`src/wit_defs.svh`:
```
`ifndef WIT_DEFS_SVH
`define WIT_DEFS_SVH
// Contract
// - interval select codes 001,010,011,101,110,111 pick 2^12..2^17 times two subclock periods.
// - writing one to the counter clear bit loads all prescaler counter bits with one.
// - the counter clear bit reads as zero and writing zero to it does nothing.
// - a software counter clear also clears the watchdog when it runs from this prescaler.
// - the interval flag sets on expiry except in stop mode entered from subclock operation.
// - interrupt request 20 is raised while the interval flag and its enable are both one.
// - the interval flag sets on expiry whatever the enable bit holds.
// - enabling while the flag is already one raises the request at once.
// - a clear in the same cycle as the selected bit overflows suppresses that flag set.
// - writing zero clears the interval flag, writing one is ignored, a modify read returns one.
// - after a clear the counter counts down from all ones at subclock/2 and wraps.

// register byte addresses
`define WIT_ADDR_CTRL 8'h00
`define WIT_ADDR_RMW 8'h04
`define WIT_ADDR_STAT 8'h08
`define WIT_ADDR_MASK 8'h0c
`define WIT_ADDR_MODE 8'h10
// control field positions
`define WIT_BIT_FLAG 7
`define WIT_BIT_IE 6
`define WIT_SEL_HI 3
`define WIT_SEL_LO 1
`define WIT_BIT_CLR 0
// mode register bits
`define WIT_MODE_WDT_SRC 0
`define WIT_MODE_SUB_STOP 1
// reset values
`define WIT_CTRL_RESET 8'h00
`define WIT_CNT_ONES 16'hffff
// axi responses
`define WIT_RESP_OKAY 2'b00
`define WIT_RESP_SLVERR 2'b10
`endif

```
`src/wit_pkg.sv`:
```
package wit_pkg;
    typedef enum logic [1:0] {
        WIT_IDLE = 2'b00,
        WIT_RESP = 2'b01
    } wit_bus_state_t;
    typedef logic [2:0] wit_sel_t;
endpackage

```
`src/wit_edge.sv`:
```
`timescale 1ns/1ns
// rising edge detector for one selected tap, synchronous to CLK
module wit_edge (
    input wire logic CLK,
    input wire logic RESET,
    input wire logic d,
    output logic rise
);
    logic prev;
    logic next_prev;
    // remember last tap value
    always_comb begin
        next_prev = d;
    end
    // the counter resets to all ones, so the tap idles high: no false edge after reset
    always_ff @(posedge CLK) begin
        if (RESET) begin
            prev <= 1'b1;
        end else begin
            prev <= next_prev;
        end
    end
    assign rise = d & ~prev;
endmodule

```
`src/wit_timer.sv`:
```
`timescale 1ns/1ns
`include "wit_defs.svh"
// interval timer with axi4-lite registers
module wit_timer #(
    parameter int CNT_W = 18
) (
    input wire logic CLK,
    input wire logic RESET,
    input wire logic SUBCLK_TICK,
    input wire logic SUB_STOP_MODE,
    input wire logic [7:0] AWADDR,
    input wire logic AWVALID,
    output logic AWREADY,
    input wire logic [31:0] WDATA,
    input wire logic [3:0] WSTRB,
    input wire logic WVALID,
    output logic WREADY,
    output logic [1:0] BRESP,
    output logic BVALID,
    input wire logic BREADY,
    input wire logic [7:0] ARADDR,
    input wire logic ARVALID,
    output logic ARREADY,
    output logic [31:0] RDATA,
    output logic [1:0] RRESP,
    output logic RVALID,
    input wire logic RREADY,
    output logic IRQ20,
    output logic WDT_CLEAR,
    output logic INTR
);
    initial begin
        if (CNT_W < 18) $error("CNT_W must be at least 18");
    end

    // counter bit 0 toggles at subclock/2, so bit n is 2^(n+1) times two subclock periods
    logic [CNT_W-1:0] cnt, next_cnt;
    logic flag, next_flag;
    logic ie, next_ie;
    wit_pkg::wit_sel_t sel, next_sel;
    logic mask, next_mask;
    logic stat, next_stat;
    logic wdt_src, next_wdt_src;
    logic stop_sw, next_stop_sw;
    logic irq, next_irq;
    logic counter_clear_bit, next_counter_clear_bit;
    logic clr_q, next_clr_q;
    logic tap, expire, stop_now;
    logic [4:0] tap_idx;

    // bus state
    wit_pkg::wit_bus_state_t wst, next_wst, rst_st, next_rst_st;
    logic aw_ok, next_aw_ok, w_ok, next_w_ok;
    logic [7:0] awa, next_awa;
    logic [31:0] wd, next_wd;
    logic [3:0] ws, next_ws;
    logic awready, next_awready, wready, next_wready;
    logic bvalid, next_bvalid, arready, next_arready, rvalid, next_rvalid;
    logic [1:0] bresp, next_bresp, rresp, next_rresp;
    logic [31:0] rdata, next_rdata;
    logic do_wr;

    // interval tap selection, codes 000/100 are the shorter intervals
    always_comb begin
        case (sel)
            3'b100: tap_idx = 5'd9;
            3'b000: tap_idx = 5'd10;
            3'b001: tap_idx = 5'd11;
            3'b010: tap_idx = 5'd12;
            3'b011: tap_idx = 5'd13;
            3'b101: tap_idx = 5'd14;
            3'b110: tap_idx = 5'd15;
            3'b111: tap_idx = 5'd16;
            default: tap_idx = 5'd16;
        endcase
    end
    // down-counter overflow of the tap is its rising edge after a wrap through zero
    assign tap = cnt[tap_idx];
    wit_edge u_edge (
        .CLK(CLK),
        .RESET(RESET),
        .d(tap),
        .rise(expire)
    );
    assign stop_now = SUB_STOP_MODE | stop_sw;
    assign do_wr = aw_ok & w_ok & ~bvalid;

    // core timer state
    always_comb begin
        next_cnt = cnt;
        next_flag = flag;
        next_ie = ie;
        next_sel = sel;
        next_mask = mask;
        next_stat = stat;
        next_wdt_src = wdt_src;
        next_stop_sw = stop_sw;
        next_counter_clear_bit = 1'b0;
        next_clr_q = 1'b0;
        if (SUBCLK_TICK && !stop_now) begin
            next_cnt = cnt - {{(CNT_W-1){1'b0}}, 1'b1};
        end
        if (do_wr && ws[0]) begin
            case (awa)
                `WIT_ADDR_CTRL, `WIT_ADDR_RMW: begin
                    next_ie = wd[`WIT_BIT_IE];
                    next_sel = wd[`WIT_SEL_HI:`WIT_SEL_LO];
                    if (!wd[`WIT_BIT_FLAG]) next_flag = 1'b0;
                    if (wd[`WIT_BIT_CLR]) begin
                        next_cnt = {CNT_W{1'b1}};
                        next_clr_q = 1'b1;
                        next_counter_clear_bit = wdt_src;
                    end
                end
                `WIT_ADDR_STAT: if (wd[0]) next_stat = 1'b0;
                `WIT_ADDR_MASK: next_mask = wd[0];
                `WIT_ADDR_MODE: begin
                    next_wdt_src = wd[`WIT_MODE_WDT_SRC];
                    next_stop_sw = wd[`WIT_MODE_SUB_STOP];
                end
                default: next_cnt = next_cnt;
            endcase
        end
        // set wins over clear; a simultaneous counter clear suppresses it
        // the tap jump to one on the reload right after a clear is no expiry
        if (expire && !clr_q && !stop_now && !(do_wr && ws[0] && wd[`WIT_BIT_CLR] &&
            (awa == `WIT_ADDR_CTRL || awa == `WIT_ADDR_RMW))) begin
            next_flag = 1'b1;
            next_stat = 1'b1;
        end
        next_irq = next_flag & next_ie;
    end
    always_ff @(posedge CLK) begin
        if (RESET) begin
            cnt <= '1;
            flag <= 1'b0;
            ie <= 1'b0;
            sel <= 3'b000;
            mask <= 1'b0;
            stat <= 1'b0;
            wdt_src <= 1'b0;
            stop_sw <= 1'b0;
            irq <= 1'b0;
            counter_clear_bit <= 1'b0;
            clr_q <= 1'b1;
        end else begin
            cnt <= next_cnt;
            flag <= next_flag;
            ie <= next_ie;
            sel <= next_sel;
            mask <= next_mask;
            stat <= next_stat;
            wdt_src <= next_wdt_src;
            stop_sw <= next_stop_sw;
            irq <= next_irq;
            counter_clear_bit <= next_counter_clear_bit;
            clr_q <= next_clr_q;
        end
    end

    // axi4-lite write and read channels
    always_comb begin
        next_aw_ok = aw_ok;
        next_w_ok = w_ok;
        next_awa = awa;
        next_wd = wd;
        next_ws = ws;
        next_bvalid = bvalid;
        next_bresp = bresp;
        next_wst = wst;
        next_awready = 1'b0;
        next_wready = 1'b0;
        if (AWVALID && awready) begin
            next_aw_ok = 1'b1;
            next_awa = AWADDR;
        end else if (!aw_ok && !bvalid && AWVALID) begin
            next_awready = 1'b1;
        end
        if (WVALID && wready) begin
            next_w_ok = 1'b1;
            next_wd = WDATA;
            next_ws = WSTRB;
        end else if (!w_ok && !bvalid && WVALID) begin
            next_wready = 1'b1;
        end
        if (do_wr) begin
            next_aw_ok = 1'b0;
            next_w_ok = 1'b0;
            next_bvalid = 1'b1;
            next_wst = wit_pkg::WIT_RESP;
            next_bresp = (awa <= `WIT_ADDR_MODE && awa[1:0] == 2'b00) ?
                `WIT_RESP_OKAY : `WIT_RESP_SLVERR;
        end else if (bvalid && BREADY) begin
            next_bvalid = 1'b0;
            next_wst = wit_pkg::WIT_IDLE;
        end
        next_rst_st = rst_st;
        next_rvalid = rvalid;
        next_rdata = rdata;
        next_rresp = rresp;
        next_arready = !rvalid && !arready && ARVALID;
        if (ARVALID && arready) begin
            next_rvalid = 1'b1;
            next_rst_st = wit_pkg::WIT_RESP;
            next_rresp = `WIT_RESP_OKAY;
            case (ARADDR)
                `WIT_ADDR_CTRL: next_rdata = {24'h000000, flag, ie, 2'b00, sel, 1'b0};
                `WIT_ADDR_RMW: next_rdata = {24'h000000, 1'b1, ie, 2'b00, sel, 1'b0};
                `WIT_ADDR_STAT: next_rdata = {31'h00000000, stat};
                `WIT_ADDR_MASK: next_rdata = {31'h00000000, mask};
                `WIT_ADDR_MODE: next_rdata = {30'h00000000, stop_sw, wdt_src};
                default: begin
                    next_rdata = 32'h00000000;
                    next_rresp = `WIT_RESP_SLVERR;
                end
            endcase
        end else if (rvalid && RREADY) begin
            next_rvalid = 1'b0;
            next_rst_st = wit_pkg::WIT_IDLE;
        end
    end
    always_ff @(posedge CLK) begin
        if (RESET) begin
            aw_ok <= 1'b0;
            w_ok <= 1'b0;
            awa <= 8'h00;
            wd <= 32'h00000000;
            ws <= 4'h0;
            awready <= 1'b0;
            wready <= 1'b0;
            bvalid <= 1'b0;
            bresp <= 2'b00;
            arready <= 1'b0;
            rvalid <= 1'b0;
            rresp <= 2'b00;
            rdata <= 32'h00000000;
            wst <= wit_pkg::WIT_IDLE;
            rst_st <= wit_pkg::WIT_IDLE;
        end else begin
            aw_ok <= next_aw_ok;
            w_ok <= next_w_ok;
            awa <= next_awa;
            wd <= next_wd;
            ws <= next_ws;
            awready <= next_awready;
            wready <= next_wready;
            bvalid <= next_bvalid;
            bresp <= next_bresp;
            arready <= next_arready;
            rvalid <= next_rvalid;
            rresp <= next_rresp;
            rdata <= next_rdata;
            wst <= next_wst;
            rst_st <= next_rst_st;
        end
    end

    // interrupt line from sticky status and mask
    logic intr, next_intr;
    always_comb begin
        next_intr = next_stat & next_mask;
    end
    always_ff @(posedge CLK) begin
        if (RESET) intr <= 1'b0;
        else intr <= next_intr;
    end

    assign AWREADY = awready;
    assign WREADY = wready;
    assign BVALID = bvalid;
    assign BRESP = bresp;
    assign ARREADY = arready;
    assign RVALID = rvalid;
    assign RRESP = rresp;
    assign RDATA = rdata;
    assign IRQ20 = irq;
    assign WDT_CLEAR = counter_clear_bit;
    assign INTR = intr;

    // checks
    property p_irq;
        @(posedge CLK) disable iff (RESET) 1'b1 |-> (IRQ20 == (flag & ie));
    endproperty
    a_irq: assert property (p_irq) else $error("irq not flag and enable");
    property p_clr;
        @(posedge CLK) disable iff (RESET)
            (do_wr && ws[0] && awa == `WIT_ADDR_CTRL && wd[0]) |=> (cnt == {CNT_W{1'b1}});
    endproperty
    a_clr: assert property (p_clr) else $error("clear did not load ones");
    property p_rd0;
        @(posedge CLK) disable iff (RESET)
            (ARVALID && arready && (ARADDR == `WIT_ADDR_CTRL || ARADDR == `WIT_ADDR_RMW))
            |=> (RDATA[0] == 1'b0);
    endproperty
    a_rd0: assert property (p_rd0) else $error("clear bit read nonzero");
    property p_wdt;
        @(posedge CLK) disable iff (RESET)
            (do_wr && ws[0] && awa == `WIT_ADDR_CTRL && wd[0] && wdt_src) |=> WDT_CLEAR;
    endproperty
    a_wdt: assert property (p_wdt) else $error("watchdog not cleared");
    property p_set;
        @(posedge CLK) disable iff (RESET) (expire && !clr_q && !stop_now && !do_wr) |=> flag;
    endproperty
    a_set: assert property (p_set) else $error("flag not set on expiry");
    property p_stop;
        @(posedge CLK) disable iff (RESET) (stop_now && !flag && !do_wr) |=> !flag;
    endproperty
    a_stop: assert property (p_stop) else $error("flag set in stop");
    property p_en;
        @(posedge CLK) disable iff (RESET) (flag && $rose(ie)) |-> ##1 IRQ20;
    endproperty
    a_en: assert property (p_en) else $error("late irq on enable");
    property p_sup;
        @(posedge CLK) disable iff (RESET)
            (expire && !flag && do_wr && ws[0] && awa == `WIT_ADDR_CTRL && wd[0]) |=> !flag;
    endproperty
    a_sup: assert property (p_sup) else $error("flag set despite clear");
    property p_w1;
        @(posedge CLK) disable iff (RESET) (!flag && !expire) |=> !flag;
    endproperty
    a_w1: assert property (p_w1) else $error("flag set without expiry");
endmodule

```
`config.mk`:
```
export PLATFORM = sky130hd
export DESIGN_NAME = wit_timer
export DESIGN_NICKNAME = d
export VERILOG_FILES = /design/src/wit_pkg.sv /design/src/wit_edge.sv /design/src/wit_timer.sv
export VERILOG_INCLUDE_DIRS = /design/src
export SDC_FILE = /design/constraint.sdc
export NUM_CORES = 1
export LEC_CHECK = 0
export BUFFER_PORTS_ARGS = -buffer_cell sky130_fd_sc_hd__buf_2
export CAP_MARGIN = 40
export CELL_PAD_IN_SITES_DETAIL_PLACEMENT = 0
export CELL_PAD_IN_SITES_GLOBAL_PLACEMENT = 2
export CORE_MARGIN = 5
export CORE_UTILIZATION = 31
export DETAILED_ROUTE_END_ITERATION = 10
export GPL_TIMING_DRIVEN = 0
export PLACE_DENSITY = 0.83
export SLEW_MARGIN = 30
export SYNTH_ARGS = -nofsm -noshare
export SYNTH_HDL_FRONTEND = slang
export SYNTH_SLANG_ARGS = --single-unit
```
`constraint.sdc`:
```
create_clock -name CLK -period 4.6 [get_ports CLK]
set_input_delay 0.46 -clock CLK [delete_from_list [all_inputs] [get_ports CLK]]
set_output_delay 0.46 -clock CLK [all_outputs]
set_load 0.005 [all_outputs]
```
# After elaboration in Yosys (flattened, before gate mapping)

Memory sizes are Yosys's and may differ from the RTL's. A register that Yosys moved wholly into a read port is not among the register bits.
Index checks and enable logic that the tools add are counted.

Bits in registers: 92
Bits in read-only memories: 40
Input port bits: 61
Logic and storage cells: 122
Memories: 1

Add/sub/neg operators: 1
Order comparisons: 2
Equal/unequal tests: 8
Mux-type cells: 32
Bitwise logic cells: 11
Reduce and logical (&&, ||, !) cells: 41

Memory list:

| memory          | words | bits a word | rd ports | clocked after Yosys merged registers in | write ports | line            | source |
|---|---|---|---|---|---|---|---|
| (no name shown) | 8     | 5           | 1        | 1                                       | 0           | wit_timer.sv:65 | `case (sel)` |

Operators by type and width:

| cell                                                           | number |
|---|---|
| 2-to-1 mux 18 bit                                              | 4 |
| case mux 8 bit (5 select lines)                                | 1 |
| equality test 8 x 4 -> 1 bit, second input constant            | 4 |
| 2-to-1 mux 1 bit                                               | 22 |
| logical AND 1 bit                                              | 19 |
| subtractor 18 x 1 -> 18 bit, second input constant             | 1 |
| equality test 8 x 3 -> 1 bit, second input constant            | 2 |
| equality test 8 x 5 -> 1 bit, second input constant            | 2 |
| logical NOT 8 bit                                              | 2 |
| less-or-equal comparator 8 x 5 -> 1 bit, second input constant | 1 |
| logical NOT 1 bit                                              | 8 |
| OR reduction 2 bit                                             | 4 |
| less-than comparator 5 x 6 -> 1 bit, second input constant     | 1 |
| 2-to-1 mux 3 bit                                               | 2 |
| AND 1 bit                                                      | 5 |
| binary-select mux 1 bit (select 5 bit)                         | 1 |
| inverter 1 bit                                                 | 5 |
| OR reduction 5 bit                                             | 1 |
| 2-to-1 mux 2 bit                                               | 2 |
| AND reduction 2 bit                                            | 2 |
| nonzero test 2 bit                                             | 2 |
| OR reduction 4 bit                                             | 1 |
| logical NOT 2 bit                                              | 1 |
| logical OR 1 bit                                               | 1 |
| bitwise OR 1 bit                                               | 1 |

# Logic depth before layout (Yosys ltp)

Word-level depth: 9
Gate-level depth with buffers: 7
Gate-level depth less buffers: 7

# Hierarchy

From an unflattened synthesis, not the netlist that was laid out.

Cell total of the unflattened synthesis: 369
Area, all modules: 3170.5 µm²

By module, submodules not included:

| module    | times used | cells each | area each (µm²) | seq. area each (µm²) |
|---|---|---|---|---|
| wit_timer | 1          | 366        | 3138.0          | 1321.3 |
| wit_edge  | 1          | 3          | 32.5            | 20.0 |

# Least setup slack after synthesis

OpenSTA, ideal clock, no wires.

Kind: register to register
Start point: register awa[1]
End point: register stop_sw
Library setup time: 0.128 ns
Data arrival time: 1.916 ns
Required time: 4.472 ns
Setup slack: 2.556 ns
Stages on the path, launching flop included: 6
Cell sequence: dfxtp_1 > or4_4 > or4_4 > nor4b_4 > mux2i_1 > nor2_1

Word-level cells in the longest chain between the ends: 2

RTL lines:

| what                          | line             | source |
|---|---|---|
| from (decl)                   | wit_timer.sv:54  | `logic [7:0] awa, next_awa;` |
| from (signal assigned)        | wit_timer.sv:242 | `awa <= next_awa;` |
| equality test 8 x 5 -> 1 bit  | wit_timer.sv:104 | `case (awa)` |
| AND reduction 2 bit (no line) | -                |  |
| to (signal assigned)          | wit_timer.sv:154 | `stop_sw <= next_stop_sw;` |
| to (decl)                     | wit_timer.sv:44  | `logic stop_sw, next_stop_sw;` |

Every way passes these cells.
A chain may end at the register's enable or synchronous reset.

# Worst setup path after layout

Start point: register stop_sw
End point: register cnt[9]

Word-level cells in the longest chain between the ends: 7

RTL lines:

| what                 | line             | source |
|---|---|---|
| bitwise OR 1 bit *   | wit_timer.sv:85  | `assign stop_now = SUB_STOP_MODE \| stop_sw;` |
| logical NOT 1 bit *  | wit_timer.sv:100 | `if (SUBCLK_TICK && !stop_now) begin` |
| logical AND 1 bit *  | wit_timer.sv:100 |  |
| 2-to-1 mux 18 bit *  | wit_timer.sv:100 |  |
| 2-to-1 mux 18 bit    | wit_timer.sv:109 | `` if (wd[`WIT_BIT_CLR]) begin `` |
| 2-to-1 mux 18 bit    | wit_timer.sv:104 |  |
| 2-to-1 mux 18 bit *  | wit_timer.sv:103 | `if (do_wr && ws[0]) begin` |
| to (signal assigned) | wit_timer.sv:147 | `cnt <= next_cnt;` |
| to (decl)            | wit_timer.sv:37  | `logic [CNT_W-1:0] cnt, next_cnt;` |

Every way passes the cells marked *; elsewhere a longest branch is shown, timed or not.

==> Flow_metrics.wiki <==
{| class="wikitable"
! Metric !! Value
|-
| Met1 Resource Use GR || 0.175
|-
| Number of inserted diodes || 0
|-
| Router iterations before antenna repair || 4
|-
| Maximum resistive drop on vdd || 0.131 mV
|-
| R2R depth || 6
|-
| Critical path data arrival time || 2.42 ns
|-
| Number of sinks driven by the clock tree || 67
|-
| Number of I/O pins || 105
|-
| Gr ovfl total || 0
|-
| DRC violations left || 0
|-
| Number of flops mapped to enable cells by yosys || 0
|-
| Overall Global Routing Usage || 0.122
|-
| Input/output buffers || 45
|-
| Met3 demand-to-capacity share in global routing || 0.0290
|-
| Final hold violation count || 0
|-
| Number of distinct library cell variants in the gate-level netlist after synthesis || 50
|-
| Die H || 109 um
|-
| Count of placed standard cells including taps || 549
|-
| Final-layout fill cell count || 1046
|-
| GR peak layer || met2
|-
| Aggregate negative setup slack || 0 ns
|-
| Routed wire length per instance || 12.3 um
|-
| Number of antenna violations at the first check in global routing || 0
|-
| First-pass GRT wire length || 11500 um
|-
| Number of buffers on the longest clock path || 2
|-
| P&R area growth vs syn || 22.8%
|-
| Htree depth || 3
|-
| Worst-Margin Slew || 0.709 ns
|-
| Synth Register Bits || 67
|-
| Async set-reset flop share out of synthesis || 0
|-
| Most used cells in the layout excluding fill and tap cells || dfxtp_1, nand2_1, buf_2, a21oi_1, buf_4
|-
| Last weighted congestion value of the routability-driven placer || 0.741
|-
| Outcome || finished, final reports clean
|-
| Max-cap violations || 0
|-
| CP Launch Type || flip-flop
|-
| Final #Nets || 489
|-
| Worst-path maximum fanout || 7
|-
| Antenna violation net count after detailed routing || 0
|-
| Proportion of synthesized chip area in sequential cells || 0.440
|-
| Final critical-path setup slack || 2.40 ns
|-
| Cells taking the most area after synthesis || dfxtp_1, buf_4, nand2_1
|-
| Fraction of post-synthesis cell area in the top cell type by area || 0.440
|-
| Vias in the first global route || 2465
|-
| HPWL after DPL || 5210 um
|-
| Final worst-path cycle share || 0.479
|-
| Die Wd || 109 um
|-
| Slew Limit Headroom || 0.524
|-
| Cell taking the most area after synthesis || dfxtp_1
|-
| Row cnt || 36
|-
| # resized after CTS || 0
|-
| Area enclosed by the die boundary || 11900 um2
|-
| DRC violation total after the first TritonRoute iteration || 82
|-
| Number of stages on the worst hold path || 3
|-
| Clock slew at the register clock pins of the worst setup and hold paths || 0.08 ns
|-
| Synthesized cell area || 3050 um2
|-
| Start-to-end type of the worst setup path || flip-flop to flip-flop
|-
| Cell count after synthesis || 343
|-
| Vias after detailed routing || 2511
|-
| Hold buffer count at cts || 0
|-
| Post CTS Setup Buffer Count || 0
|-
| Placeable core area || 9680 um2
|-
| Clock tree from TritonCTS || done
|-
| Routed wire length || 6920 um
|-
| Clock network latency to the later pin of the worst-skew pair || 0.34 ns
|-
| RSZ-0062 raised after global routing || no
|-
| Most common library cell in the layout ignoring fill and taps || dfxtp_1
|-
| Area occupied by multi-input gates || 1520 um2
|-
| CTS root buf || clkbuf_8
|-
| Endpoint kind of the worst setup timing path || flip-flop
|-
| Top FF cell, synth || dfxtp_1
|-
| Non-filler instance count after layout || 564
|-
| Leakage power || 0.00144 uW
|-
| Worst slack at placement || 2.22 ns
|-
| Register area || 1340 um2
|-
| Number of warnings printed during yosys synthesis || 0
|-
| Global routing usage on met2 || 0.178
|-
| Syn_area_per_cell || 8.88 um2
|-
| Max-slew violation total from the final report || 0
|-
| Worst slack on hold paths || 0.366 ns
|-
| Vias per cell || 4.45
|-
| Initial Util || 0.314
|-
| Hold/Removal Path Class || input pin to flip-flop
|-
| Layout cells sized above 1 || 0.239
|-
| Core utilization of the finished layout || 0.386
|-
| Max Clock Skew || 0.0158 ns
|-
| Fmax || 0.454 GHz
|-
| Final setup viols || 0
|-
| Largest net degree at the start of global routing || 12
|-
| Total power per unit cell area || 311 nW/um2
|-
| Number of buffers added by the clock tree synthesis step || 9
|-
| Shortest period the worst path allows || 2.20 ns
|-
| Required time at the worst-slack endpoint || 4.82 ns
|}
logic make-up (layout without fill, tap and decap cells):
family | count (synthesis) | in the layout | share of synthesized area
fa+ha+maj | 1 | 1 | 0.00411
other cells | 1 | 28 | 0.00123
flops | 67 | 67 | 0.440
buf+inv | 47 | 108 | 0.0929
simple gates | 142 | 142 | 0.256
mux | 10 | 10 | 0.0456
xor+xnor | 18 | 18 | 0.0518
compound gates | 57 | 57 | 0.108
flip-flops by register name, indices dropped and copies added (netlist names), 3 cells and up:
name / count
wd: 6
tap_idx: 5
cnt: 18
sel: 3
awa: 8
RDATA: 6
worst max-delay path, cell delays in order, from the launching register on:
cell,delay [ns]
dfxtp_1,0.35
or3b_2,0.46
clkbuf_1,0.21
nor4_2,0.62
nor2b_1,0.24
xnor2_1,0.13
nand2_1,0.06
power breakdown:
part	leakage (uW)	internal [uW]	switching [uW]
clock	0.0000954	262	218
sequential	0.000543	590	9.33
combinational	0.000799	40.8	43.9
Yosys cell counts (2+ instances only):
library cell	number
nand4b_1	2
and3_1	3
nand3_1	22
a311oi_1	2
o21ai_0	5
inv_1	5
mux2i_1	6
nand2b_1	4
nand2_1	48
buf_4	28
a21oi_1	35
xnor2_1	11
nor2_1	17
a22oi_1	3
nor4_2	3
nor2b_1	3
xor2_1	7
or3_1	3
clkbuf_1	11
nor4b_1	3
buf_1	2
nand3b_1	4
mux4_2	3
or3b_2	2
nor3_1	8
o21ai_1	3
a21boi_0	2
nor4_1	4
or2_2	2
dfxtp_1	67
o211ai_1	2
or4_4	2
or4_1	4
per-stage QoR:
stage / power, uW / instance area, um2
floorplan: 666 / 3150
global route: 1210 / 3740
detailed placement: 697 / 3550
CTS: 1180 / 3740
finish: 1160 / 3740
global placement: 695 / 3540
routing by layer:
metal | routed length [um] | up-vias
met2 | 2860 | 59
met1 | 3640 | 1129
met5 | 0 | -
met4 | 89 | 0
li1 | - | 1318
met3 | 338 | 5
area by class of cell:
class	count	area share
clock inverter	4	0.0137
tap	133	0.0445
buffer	42	0.0706
clock buffer	11	0.0378
inverter	5	0.00502
timing repair buffer	46	0.0622
multi-input combinational	256	0.407
sequential	67	0.359
final timing paths:
check             endpoint  slack (ns)      start
hold / removal      awa[4]        0.37  AWADDR[4]
setup reg to reg    cnt[9]        2.40    stop_sw
setup / recovery    cnt[9]        2.40    stop_sw
hold reg to reg    ARREADY        0.45     RVALID
Power figures use the tool's default switching activity.
